[config.mk]
export PLATFORM = sky130hd
export DESIGN_NAME = gsp_pwm_driver
export DESIGN_NICKNAME = d
export VERILOG_FILES = /design/src/rtl/gsp_pkg.sv /design/src/rtl/gsp_pwm_driver.sv
export VERILOG_INCLUDE_DIRS = /design/src /design/src/rtl
export SDC_FILE = /design/constraint.sdc
export NUM_CORES = 2
export LEC_CHECK = 0
export BUFFER_PORTS_ARGS = -buffer_cell sky130_fd_sc_hd__buf_4
export CAP_MARGIN = 10
export CORE_UTILIZATION = 35
export CTS_CLUSTER_SIZE = 20
export DETAILED_ROUTE_END_ITERATION = 16
export PLACE_DENSITY = 0.62
export SLEW_MARGIN = 20
export SYNTH_ARGS = -nofsm -noshare
export SYNTH_HDL_FRONTEND = slang
export SYNTH_SLANG_ARGS = --single-unit
[constraint.sdc]
create_clock -name clk_i -period 3.2 [get_ports clk_i]
set_input_delay 0.64 -clock clk_i [delete_from_list [all_inputs] [get_ports clk_i]]
set_output_delay 0.64 -clock clk_i [all_outputs]
set_load 0.01 [all_outputs]
[src/rtl/gsp_regs.svh]
`ifndef GSP_REGS_SVH
`define GSP_REGS_SVH

// ************************************************************
// channel and data widths
// ************************************************************
`define GSP_CH_N 16
`define GSP_CNT_W 12
`define GSP_CNT_MAX 12'hFFF
`define GSP_CNT_ONE 12'h001
`define GSP_DC_W 6
`define GSP_GS_SR_W 192
`define GSP_DC_SR_W 96
`define GSP_SNAP_W 18
`define GSP_SNAP_LSB 174
// open-led results are taken on the 33rd reference edge
`define GSP_LOD_SAMPLE_CNT 12'h021

// ************************************************************
// register byte offsets
// ************************************************************
`define GSP_ADR_CTRL 8'h00
`define GSP_ADR_STATUS 8'h04
`define GSP_ADR_MASK 8'h08
`define GSP_ADR_COUNT 8'h0C
`define GSP_ADR_SNAP 8'h10

// ************************************************************
// field positions and reset values
// ************************************************************
`define GSP_CTRL_FORCE_OFF 0
`define GSP_EV_LOD 0
`define GSP_EV_OVERHEAT 1
`define GSP_EV_SNAP 2
`define GSP_EV_WARN 3
`define GSP_RST_CTRL 1'h0
`define GSP_RST_MASK 4'h0

`endif

[src/rtl/gsp_pkg.sv]
package gsp_pkg;
	typedef logic [11:0] gsp_count_t;
	typedef logic [15:0] gsp_chan_t;
	typedef logic [95:0] gsp_level_t;
	typedef logic [3:0] gsp_event_t;
	typedef logic [7:0] gsp_addr_t;
	typedef logic [31:0] gsp_word_t;
endpackage : gsp_pkg

[src/rtl/gsp_pwm_driver.sv]
// Register access over Wishbone and the register offsets are this design's own decisions.
`timescale 1ns/100ps
`include "gsp_regs.svh"
// Overview of operation
// - one shared 12-bit counter advances only on reference clock rising edges
// - blanking high forces and holds the counter at zero
// - after blanking falls the counter counts each reference rising edge up to all ones, then holds
// - nonzero channels turn on at the first reference edge after blanking
// - channel on while counter at most its value, off once above
// - blanking high holds all sixteen sink outputs off
// - sink current is the 6-bit correction code, zero to full scale
// - after a strobe, first shift edge with select low loads snapshot
// - open bits from 33rd reference edge; thermal bits at that shift edge
// - an on output with low voltage is forced off automatically
// - grayscale registers have no trusted power-up contents; host loads first
// - correction registers have no trusted power-up contents; host loads first
// - 192-bit grayscale shift and latch, msb first, select low
// - 96-bit correction shift and latch, used while select high
// - snapshot overwrites only the top 18 grayscale shift bits
// - an open-led snapshot bit reads one for a channel open while on at the 33rd edge
module gsp_pwm_driver (
	// clock and reset
	input wire logic clk_i,
	input wire logic rst_i,
	// serial link pins
	input wire logic serial_input_i,
	input wire logic shift_clock_i,
	input wire logic latch_strobe_i,
	input wire logic correction_select_i,
	input wire logic blank_i,
	input wire logic pwm_reference_clock_i,
	output logic serial_output_o,
	// analog sense inputs
	input wire gsp_pkg::gsp_chan_t open_detect_i,
	input wire logic overheat_flag_i,
	input wire logic heat_warning_flag_i,
	// sink outputs
	output gsp_pkg::gsp_chan_t sink_output_n_o,
	output gsp_pkg::gsp_level_t sink_current_o,
	// open-drain error pin, enable low drives low
	output logic error_indicator_pin_o,
	output logic error_indicator_pin_oe_n_o,
	// wishbone slave
	input wire logic wb_cyc_i,
	input wire logic wb_stb_i,
	input wire logic wb_we_i,
	input wire gsp_pkg::gsp_addr_t wb_adr_i,
	input wire logic [3:0] wb_sel_i,
	input wire gsp_pkg::gsp_word_t wb_dat_i,
	output gsp_pkg::gsp_word_t wb_dat_o,
	output logic wb_ack_o,
	// interrupt
	output logic irq_o
);
	import gsp_pkg::*;

	// ************************************************************
	// pin synchronisers
	// ************************************************************
	localparam int PIN_W = 24;
	logic [PIN_W-1:0] pin_raw;
	logic [PIN_W-1:0] pin_s1_reg;
	logic [PIN_W-1:0] pin_s2_reg;
	logic [PIN_W-1:0] pin_s3_reg;
	logic sin_s, sclk_s, strobe_s, correction_select_s, blank_s, ovh_s, warn_s;
	gsp_chan_t open_s;
	logic sclk_rise, strobe_rise, strobe_fall, gs_rise;
	assign pin_raw = {heat_warning_flag_i, overheat_flag_i, open_detect_i, pwm_reference_clock_i,
		blank_i, correction_select_i, latch_strobe_i, shift_clock_i, serial_input_i};
	// s1 feeds only s2; s3 is the previous s2 for edge finding
	always_ff @(posedge clk_i) begin
		if (rst_i) begin
			pin_s1_reg <= '0;
			pin_s2_reg <= '0;
			pin_s3_reg <= '0;
		end else begin
			pin_s1_reg <= pin_raw;
			pin_s2_reg <= pin_s1_reg;
			pin_s3_reg <= pin_s2_reg;
		end
	end
	assign sin_s = pin_s2_reg[0];
	assign sclk_s = pin_s2_reg[1];
	assign strobe_s = pin_s2_reg[2];
	assign correction_select_s = pin_s2_reg[3];
	assign blank_s = pin_s2_reg[4];
	assign open_s = pin_s2_reg[21:6];
	assign ovh_s = pin_s2_reg[22];
	assign warn_s = pin_s2_reg[23];
	assign sclk_rise = sclk_s & ~pin_s3_reg[1];
	assign strobe_rise = strobe_s & ~pin_s3_reg[2];
	assign strobe_fall = ~strobe_s & pin_s3_reg[2];
	assign gs_rise = pin_s2_reg[5] & ~pin_s3_reg[5];

	// ************************************************************
	// grayscale counter
	// ************************************************************
	gsp_count_t cnt_reg;
	// saturation keeps outputs from restarting inside one period
	always_ff @(posedge clk_i) begin
		if (rst_i || blank_s) begin
			cnt_reg <= '0;
		end else if (gs_rise && cnt_reg != `GSP_CNT_MAX) begin
			cnt_reg <= cnt_reg + `GSP_CNT_ONE;
		end
	end

	// ************************************************************
	// shift registers and latches
	// ************************************************************
	logic [`GSP_GS_SR_W-1:0] gs_sr_reg;
	logic [`GSP_GS_SR_W-1:0] gs_lat_reg;
	logic [`GSP_DC_SR_W-1:0] dc_sr_reg;
	logic [`GSP_DC_SR_W-1:0] dc_lat_reg;
	logic snap_pend_reg;
	gsp_chan_t lod_saved_reg;
	logic [`GSP_SNAP_W-1:0] snapshot;
	// both thermal bits are the live synced overheat flag at the loading edge
	assign snapshot = {ovh_s, ovh_s, lod_saved_reg};
	// snapshot pending from strobe fall until a select-low shift edge
	always_ff @(posedge clk_i) begin
		if (rst_i) begin
			snap_pend_reg <= 1'b0;
		end else if (strobe_fall) begin
			snap_pend_reg <= 1'b1;
		end else if (sclk_rise && !correction_select_s) begin
			snap_pend_reg <= 1'b0;
		end
	end
	// grayscale shift path; the loading edge replaces the shift
	always_ff @(posedge clk_i) begin
		if (rst_i) begin
			gs_sr_reg <= '0;
		end else if (sclk_rise && !correction_select_s) begin
			if (snap_pend_reg) begin
				gs_sr_reg[`GSP_GS_SR_W-1:`GSP_SNAP_LSB] <= snapshot;
			end else begin
				gs_sr_reg <= {gs_sr_reg[`GSP_GS_SR_W-2:0], sin_s};
			end
		end
	end
	// correction shift path
	always_ff @(posedge clk_i) begin
		if (rst_i) begin
			dc_sr_reg <= '0;
		end else if (sclk_rise && correction_select_s) begin
			dc_sr_reg <= {dc_sr_reg[`GSP_DC_SR_W-2:0], sin_s};
		end
	end
	// latches clear at reset, but the host must still load both
	always_ff @(posedge clk_i) begin
		if (rst_i) begin
			gs_lat_reg <= '0;
			dc_lat_reg <= '0;
		end else if (strobe_rise) begin
			if (correction_select_s) begin
				dc_lat_reg <= dc_sr_reg;
			end else begin
				gs_lat_reg <= gs_sr_reg;
			end
		end
	end
	// serial output follows the msb of the selected register
	always_ff @(posedge clk_i) begin
		if (rst_i) begin
			serial_output_o <= 1'b0;
		end else begin
			serial_output_o <= correction_select_s ? dc_sr_reg[`GSP_DC_SR_W-1] : gs_sr_reg[`GSP_GS_SR_W-1];
		end
	end

	// ************************************************************
	// channel comparators and drivers
	// ************************************************************
	logic force_off_reg;
	gsp_chan_t auto_off_reg;
	gsp_chan_t ch_on;
	for (genvar i = 0; i < `GSP_CH_N; i++) begin : g_ch
		// own compare per channel against the shared counter
		assign ch_on[i] = !blank_s && !force_off_reg && !ovh_s && !auto_off_reg[i]
			&& cnt_reg != '0 && cnt_reg <= gs_lat_reg[i*12 +: 12];
		// a low output voltage while on latches the channel off
		always_ff @(posedge clk_i) begin
			if (rst_i || blank_s) begin
				auto_off_reg[i] <= 1'b0;
			end else if (sink_output_n_o[i] && open_s[i]) begin
				auto_off_reg[i] <= 1'b1;
			end
		end
		// current magnitude is the correction code while on
		always_ff @(posedge clk_i) begin
			if (rst_i) begin
				sink_output_n_o[i] <= 1'b0;
				sink_current_o[i*6 +: 6] <= '0;
			end else begin
				sink_output_n_o[i] <= ch_on[i];
				sink_current_o[i*6 +: 6] <= ch_on[i] ? dc_lat_reg[i*6 +: 6] : 6'h00;
			end
		end
	end
	// open results only count for outputs on at the 33rd edge
	always_ff @(posedge clk_i) begin
		if (rst_i) begin
			lod_saved_reg <= '0;
		end else if (gs_rise && !blank_s && cnt_reg == `GSP_LOD_SAMPLE_CNT - `GSP_CNT_ONE) begin
			lod_saved_reg <= sink_output_n_o & open_s;
		end
	end
	// error pin pulls low on any open result or overheat
	assign error_indicator_pin_o = 1'b0;
	always_ff @(posedge clk_i) begin
		if (rst_i) begin
			error_indicator_pin_oe_n_o <= 1'b1;
		end else begin
			error_indicator_pin_oe_n_o <= !(ovh_s || (|lod_saved_reg));
		end
	end

	// ************************************************************
	// events and interrupt
	// ************************************************************
	gsp_event_t status_reg, mask_reg, ev_set, ev_clr;
	logic ovh_d_reg, warn_d_reg;
	logic bus_req, wr_stb;
	assign bus_req = wb_cyc_i && wb_stb_i && !wb_ack_o;
	assign wr_stb = bus_req && wb_we_i;
	// previous thermal levels for rise detection
	always_ff @(posedge clk_i) begin
		if (rst_i) begin
			ovh_d_reg <= 1'b0;
			warn_d_reg <= 1'b0;
		end else begin
			ovh_d_reg <= ovh_s;
			warn_d_reg <= warn_s;
		end
	end
	// event strobes and the write-one clear mask
	always_comb begin
		ev_set = '0;
		ev_set[`GSP_EV_LOD] = gs_rise && !blank_s
			&& cnt_reg == `GSP_LOD_SAMPLE_CNT - `GSP_CNT_ONE && |(sink_output_n_o & open_s);
		ev_set[`GSP_EV_OVERHEAT] = ovh_s && !ovh_d_reg;
		ev_set[`GSP_EV_SNAP] = snap_pend_reg && sclk_rise && !correction_select_s;
		ev_set[`GSP_EV_WARN] = warn_s && !warn_d_reg;
		ev_clr = (wr_stb && wb_adr_i == `GSP_ADR_STATUS && wb_sel_i[0]) ? wb_dat_i[3:0] : 4'h0;
	end
	// set beats a same-cycle write-one clear
	always_ff @(posedge clk_i) begin
		if (rst_i) begin
			status_reg <= '0;
		end else begin
			status_reg <= (status_reg & ~ev_clr) | ev_set;
		end
	end
	// level interrupt from unmasked sticky bits
	assign irq_o = |(status_reg & mask_reg);

	// ************************************************************
	// wishbone slave
	// ************************************************************
	always_ff @(posedge clk_i) begin
		if (rst_i) begin
			force_off_reg <= `GSP_RST_CTRL;
			mask_reg <= `GSP_RST_MASK;
		end else if (wr_stb && wb_sel_i[0]) begin
			if (wb_adr_i == `GSP_ADR_CTRL) begin
				force_off_reg <= wb_dat_i[`GSP_CTRL_FORCE_OFF];
			end
			if (wb_adr_i == `GSP_ADR_MASK) begin
				mask_reg <= wb_dat_i[3:0];
			end
		end
	end
	// one wait state; unmapped reads return zero
	always_ff @(posedge clk_i) begin
		if (rst_i) begin
			wb_ack_o <= 1'b0;
			wb_dat_o <= '0;
		end else begin
			wb_ack_o <= bus_req;
			case (wb_adr_i)
				`GSP_ADR_CTRL: wb_dat_o <= {31'h0, force_off_reg};
				`GSP_ADR_STATUS: wb_dat_o <= {28'h0, status_reg};
				`GSP_ADR_MASK: wb_dat_o <= {28'h0, mask_reg};
				`GSP_ADR_COUNT: wb_dat_o <= {20'h0, cnt_reg};
				`GSP_ADR_SNAP: wb_dat_o <= {14'h0, snapshot};
				default: wb_dat_o <= 32'h0;
			endcase
		end
	end
endmodule : gsp_pwm_driver

Word level (Yosys, flattened, before mapping)

Cells that the tools add are included.

Register bits: 833
Bits of input ports: 73
Word-level logic and storage cells: 263

Add/subtract/negate cells: 1
$lt $le $gt $ge: 16
Equal/unequal tests: 6
Mux-type cells: 6
Bitwise operators: 31
Reductions and logical operators: 135

Operator list:

| kind                                           | number |
|---|---|
| less-or-equal comparator 12 bit                | 16 |
| case mux 18 bit (5 select lines)               | 1 |
| logical AND 1 bit                              | 82 |
| OR reduction 16 bit                            | 2 |
| OR reduction 2 bit                             | 16 |
| logical NOT 1 bit                              | 24 |
| NOT 1 bit                                      | 22 |
| two-way mux 18 bit                             | 1 |
| AND 16 bit                                     | 1 |
| == test 8 x 4 -> 1 bit, second input constant  | 2 |
| adder 12 x 1 -> 12 bit, second input constant  | 1 |
| == test 12 x 6 -> 1 bit, second input constant | 1 |
| inequality test 12 bit, second input constant  | 1 |
| nonzero test 12 bit                            | 1 |
| AND reduction 2 bit                            | 5 |
| AND 4 bit                                      | 2 |
| == test 8 x 3 -> 1 bit, second input constant  | 1 |
| == test 8 x 5 -> 1 bit, second input constant  | 1 |
| logical NOT 8 bit                              | 1 |
| AND 1 bit                                      | 4 |
| two-way mux 4 bit                              | 1 |
| NOT 4 bit                                      | 1 |
| bitwise OR 4 bit                               | 1 |
| OR reduction 4 bit                             | 1 |
| 3 further kinds                                | 6 |

Logic depth before layout (Yosys ltp)

Word-level depth: 9
Depth in mapped cells: 8
Depth with buffers taken out: 7

Worst setup path before layout

No wires, ideal clock.

Path type: register to register
Start point: register cnt_reg[1]
End point: register sink_current_o[66]
Library setup time: 0.060 ns
Data arrival time: 2.239 ns
Data required time: 3.140 ns
Setup slack: 0.900 ns
Cell stages (with the launch flop): 9
Period minus slack after synthesis: 2.300 ns
Cells stage by stage: dfxtp_1 inv_1 ha_1 nor2b_1 a41o_1 buf_6 or4_4 o41ai_2 and2_1

Cells in the longest elaborated chain, start to end: 5
Elaborated cells between the ends (all ways): 6
Those cells by class: order compare (1); bitwise (1); reduce/logical (4)

RTL lines:

| what                                                                                    | line                  | RTL |
|---|---|---|
| start: declaration                                                                      | gsp_pwm_driver.sv:98  | `gsp_count_t cnt_reg;` |
| start signal: assignment                                                                | gsp_pwm_driver.sv:104 | `` cnt_reg <= cnt_reg + `GSP_CNT_ONE; `` |
| parallel branches: the longest is 2 deep, another holds less-or-equal comparator 12 bit | n/a                   |  |
| logical AND 1 bit *                                                                     | gsp_pwm_driver.sv:181 | `&& cnt_reg != '0 && cnt_reg <= gs_lat_reg[i*12 +: 12];` |
| NOT 1 bit (no source line) *                                                            | n/a                   |  |
| OR reduction 2 bit (no source line) *                                                   | n/a                   |  |
| end signal: indexed assignment                                                          | gsp_pwm_driver.sv:197 | `sink_current_o[i*6 +: 6] <= ch_on[i] ? dc_lat_reg[i*6 +: 6] : 6'h00;` |
| end: declaration                                                                        | gsp_pwm_driver.sv:39  | `output gsp_pkg::gsp_level_t sink_current_o,` |

Every way passes the cells marked *.
A chain may end at the register's enable or synchronous reset.

Worst setup path in the final report

Start point: register cnt_reg[2]
End point: register sink_current_o[29]

Same word-level chain as after synthesis.

==> metrics.md <==
| Metric | Value |
|---|---|
| # nets final | 4307 |
| Adder-Cell Fraction of Synth Area | 0.0752 |
| CTS buffer count | 84 |
| DR pass1 iterations | 5 |
| Final wirelength | 82900 um |
| Critical path class | reg -> reg |
| Maximum clock path buffer count | 3 |
| Cells after Synth | 3921 |
| Final Setup Violations | 0 |
| Core Rows | 111 |
| Startpoint type of the worst setup path | register |
| Grt ovf | 0 |
| Crit path DAT | 3.48 ns |
| Max-cap viol count | 0 |
| Average size of a mapped cell | 8.24 sq um |
| Clk_skew | 0.0257 ns |
| Sink Count | 815 |
| All-Layer GR Usage | 0.176 |
| Slew margin rel. | 0.216 |
| Critical Path Fanout Max | 7 |
| Flop-to-flop setup slack | 0.29 ns |
| Core Footprint | 91500 sq um |
| Largest net degree at the start of global routing | 224 |
| Dpl cells | 5140 |
| Critical Path RT | 3.77 ns |
| Metal3 WL | 4350 um |
| Initial antenna violation count | 3 |
| Slew Viols, Final | 0 |
| Xor/xnor cell area share of the yosys netlist | 0.00190 |
| Io pins | 222 |
| Postcts setup bufs | 0 |
| Post-synth EDFFs | 0 |
| Uppermost layer routed | met5 |
| Mapped Area | 32300 sq um |
| TNS Setup | 0 ns |
| Synth cell types | 55 |
| CP endpoint kind | register |
| RSZ-0062 raised after global routing | no |
| # port buffers | 175 |
| Per-cell routed wire length | 15.7 um |
| Max Clk Rate | 344 MHz |
| Status | finished, final reports clean |
| Worst-Skew Late Latency | 0.64 ns |
| Vias in the first global route | 24.4k |
| Placer Congestion | 0.825 |
| Crit path time final | 2.91 ns |
| Final std cells w/o fill | 5294 |
| Commonest cells post-synth | 1198 x nand2_1, 815 x dfxtp_1, 662 x a21oi_1 |
| Hold-critical path depth | 2 |
| Synthesis-stage register bit count | 815 |
| LEAKAGE | 14.0 nW |
| Clock-pin slew on the worst setup and hold paths | 0.06 ns |
| Post-CTS sizing | 0 |
| Post-route ant nets | 0 |
| Post-synth top flop | dfxtp_1 |
| Hold buffers post-CTS | 0 |
| First-pass GRT wire length | 132000 um |
| Die W | 306 um |
| CTS tree | built |
| Initial Util | 0.353 |
| Clk root buf | clkbuf_16 |
| Top cells by area, synth | dfxtp_1 51%, nand2_1 14%, a21oi_1 10%, ha_1 7.5%, clkbuf_1 2.4% |
| Worst hold-check path type | in -> reg |
| Ys async rst share | 0 |
| Layout area overhead | 17.9% |
| DR iter-0 viols | 1802 |
| Largest area contributor in the netlist | dfxtp_1 |
| Crit share post-route | 0.909 |
| Count leader, synth | nand2_1 |
| DP HPWL | 53900 um |
| Largest family of logic cells by synthesized area | simple AND/OR/NAND/NOR gates |
| Beginning of the critical path | cnt_reg[2] |
| Remaining DRCs | 0 |
| Post-Place Cell Area | 35000 sq um |
| P per Cell Area | 565 nW/um^2 |
| Vias | 26.1k |
| Met2 Routed Length | 37900 um |
| Compound-Gate Fraction of Synth Area | 0.138 |
| R2r startpoint | cnt_reg[2] |
| RR Endpoint | sink_current_o[29] |
| Post-route cell area | 38100 sq um |
| Total Power | 0.0215 W |
| M1 WL | 38900 um |
| CP endpoint | sink_current_o[29] |
| Reg2reg path depth | 8 |
| Maximum vdd drop | 0.000507 V |
| Die Span Y | 306 um |
| H-tree levels | 3 |
| Final hold viol count | 0 |
| Share of layout cells above drive strength 1 | 0.102 |
| Via/cell ratio | 4.94 |
| Die ar. | 93500 sq um |
| Share of the synthesized area in the top cell type | 0.505 |
| Worst Max-Slew Pin Slew | 1.18 ns |
| Sequential fraction of the synthesis area | 0.505 |
| Mux contribution to synthesized area | 0.00841 |
| Synth Warn # | 0 |
| Simple-gate share of the synthesized area | 0.218 |
[critical path, cell delays in order, from the launching register on]
cell	delay (ns)
dfxtp_1	0.59
buf_4	0.23
ha_1	0.26
a21oi_1	0.16
o221ai_1	0.17
a221o_1	0.37
o21ai_0	0.66
buf_4	0.24
and2_1	0.15
[cells in the final DEF (no fill, tap or decap), drive strengths merged, types with 3 or more instances in the layout]
cell,instances
nand2b,7
mux2i,26
a21o,21
xnor2,5
and2,86
inv,208
a21oi,662
o221ai,14
a221o,7
o22a,3
or3,3
buf,255
and4b,7
and4,12
nand2,1198
a2bb2oi,7
nor3,20
a211oi,25
nor2,102
nand3,36
nor4b,23
nor4,13
ha,194
a22oi,12
o21ai,25
conb,15
bufinv,14
o41ai,8
clkbuf,121
nand3b,6
or4,9
o21bai,7
clkinv,15
nand4,35
nor2b,61
dfxtp,815
a31oi,8
[worst min path at each step]
stage,start,end
2_1_floorplan,auto_off_reg[9],sink_current_o[59]
3_3_place_gp,pin_s1_reg[3],pin_s2_reg[3]
3_5_place_dp,auto_off_reg[10],sink_current_o[63]
4_1_cts,heat_warning_flag_i,pin_s1_reg[23]
5_1_grt,heat_warning_flag_i,pin_s1_reg[23]
6_report,open_detect_i[8],pin_s1_reg[14]
[power breakdown]
group | internal, W | switching (W)
clock | 0.00656 | 0.00408
combinational | 0.000168 | 0.000443
sequential | 0.0102 | 0.0000385
[final cells by class]
type	instances	area (sq um)
Antenna cell	1	2.50
Clock buffer	121	2500
Clock inverter	32	543
Fill cell	9149	53500
Inverter	206	773
Multi-Input combinational cell	2678	14300
Sequential cell	815	16300
Tap cell	1186	1480
Timing Repair Buffer	255	2110
[through the flow]
stage | worst slack (ns) | utilization | hold WS (ns)
4_1_cts | 0.215 | 0.416 | 0.174
5_1_grt | 0.175 | 0.416 | 0.188
6_report | 0.293 | 0.416 | 0.213
3_5_place_dp | 0.180 | 0.383 | 0.417
2_1_floorplan | 0.900 | - | 0.400
3_3_place_gp | 0.129 | 0.383 | 0.417
[per-layer routing]
metal | up-vias | global-route usage
li1 | 13200 | -
met1 | 12400 | 0.241
met2 | 498 | 0.284
met3 | 113 | 0.0331
met4 | 4 | 0.0453
met5 | - | 0
[cells by family (layout without fill, tap and decap cells)]
kind of cell / Yosys count / count (layout)
mux: 27 / 27
fa+ha+maj: 194 / 194
compound gates: 807 / 807
flops: 815 / 815
xor+xnor: 7 / 7
buf+inv: 442 / 614
other cells: 1 / 16
simple gates: 1628 / 1628
(Power assumes the default switching activity.)
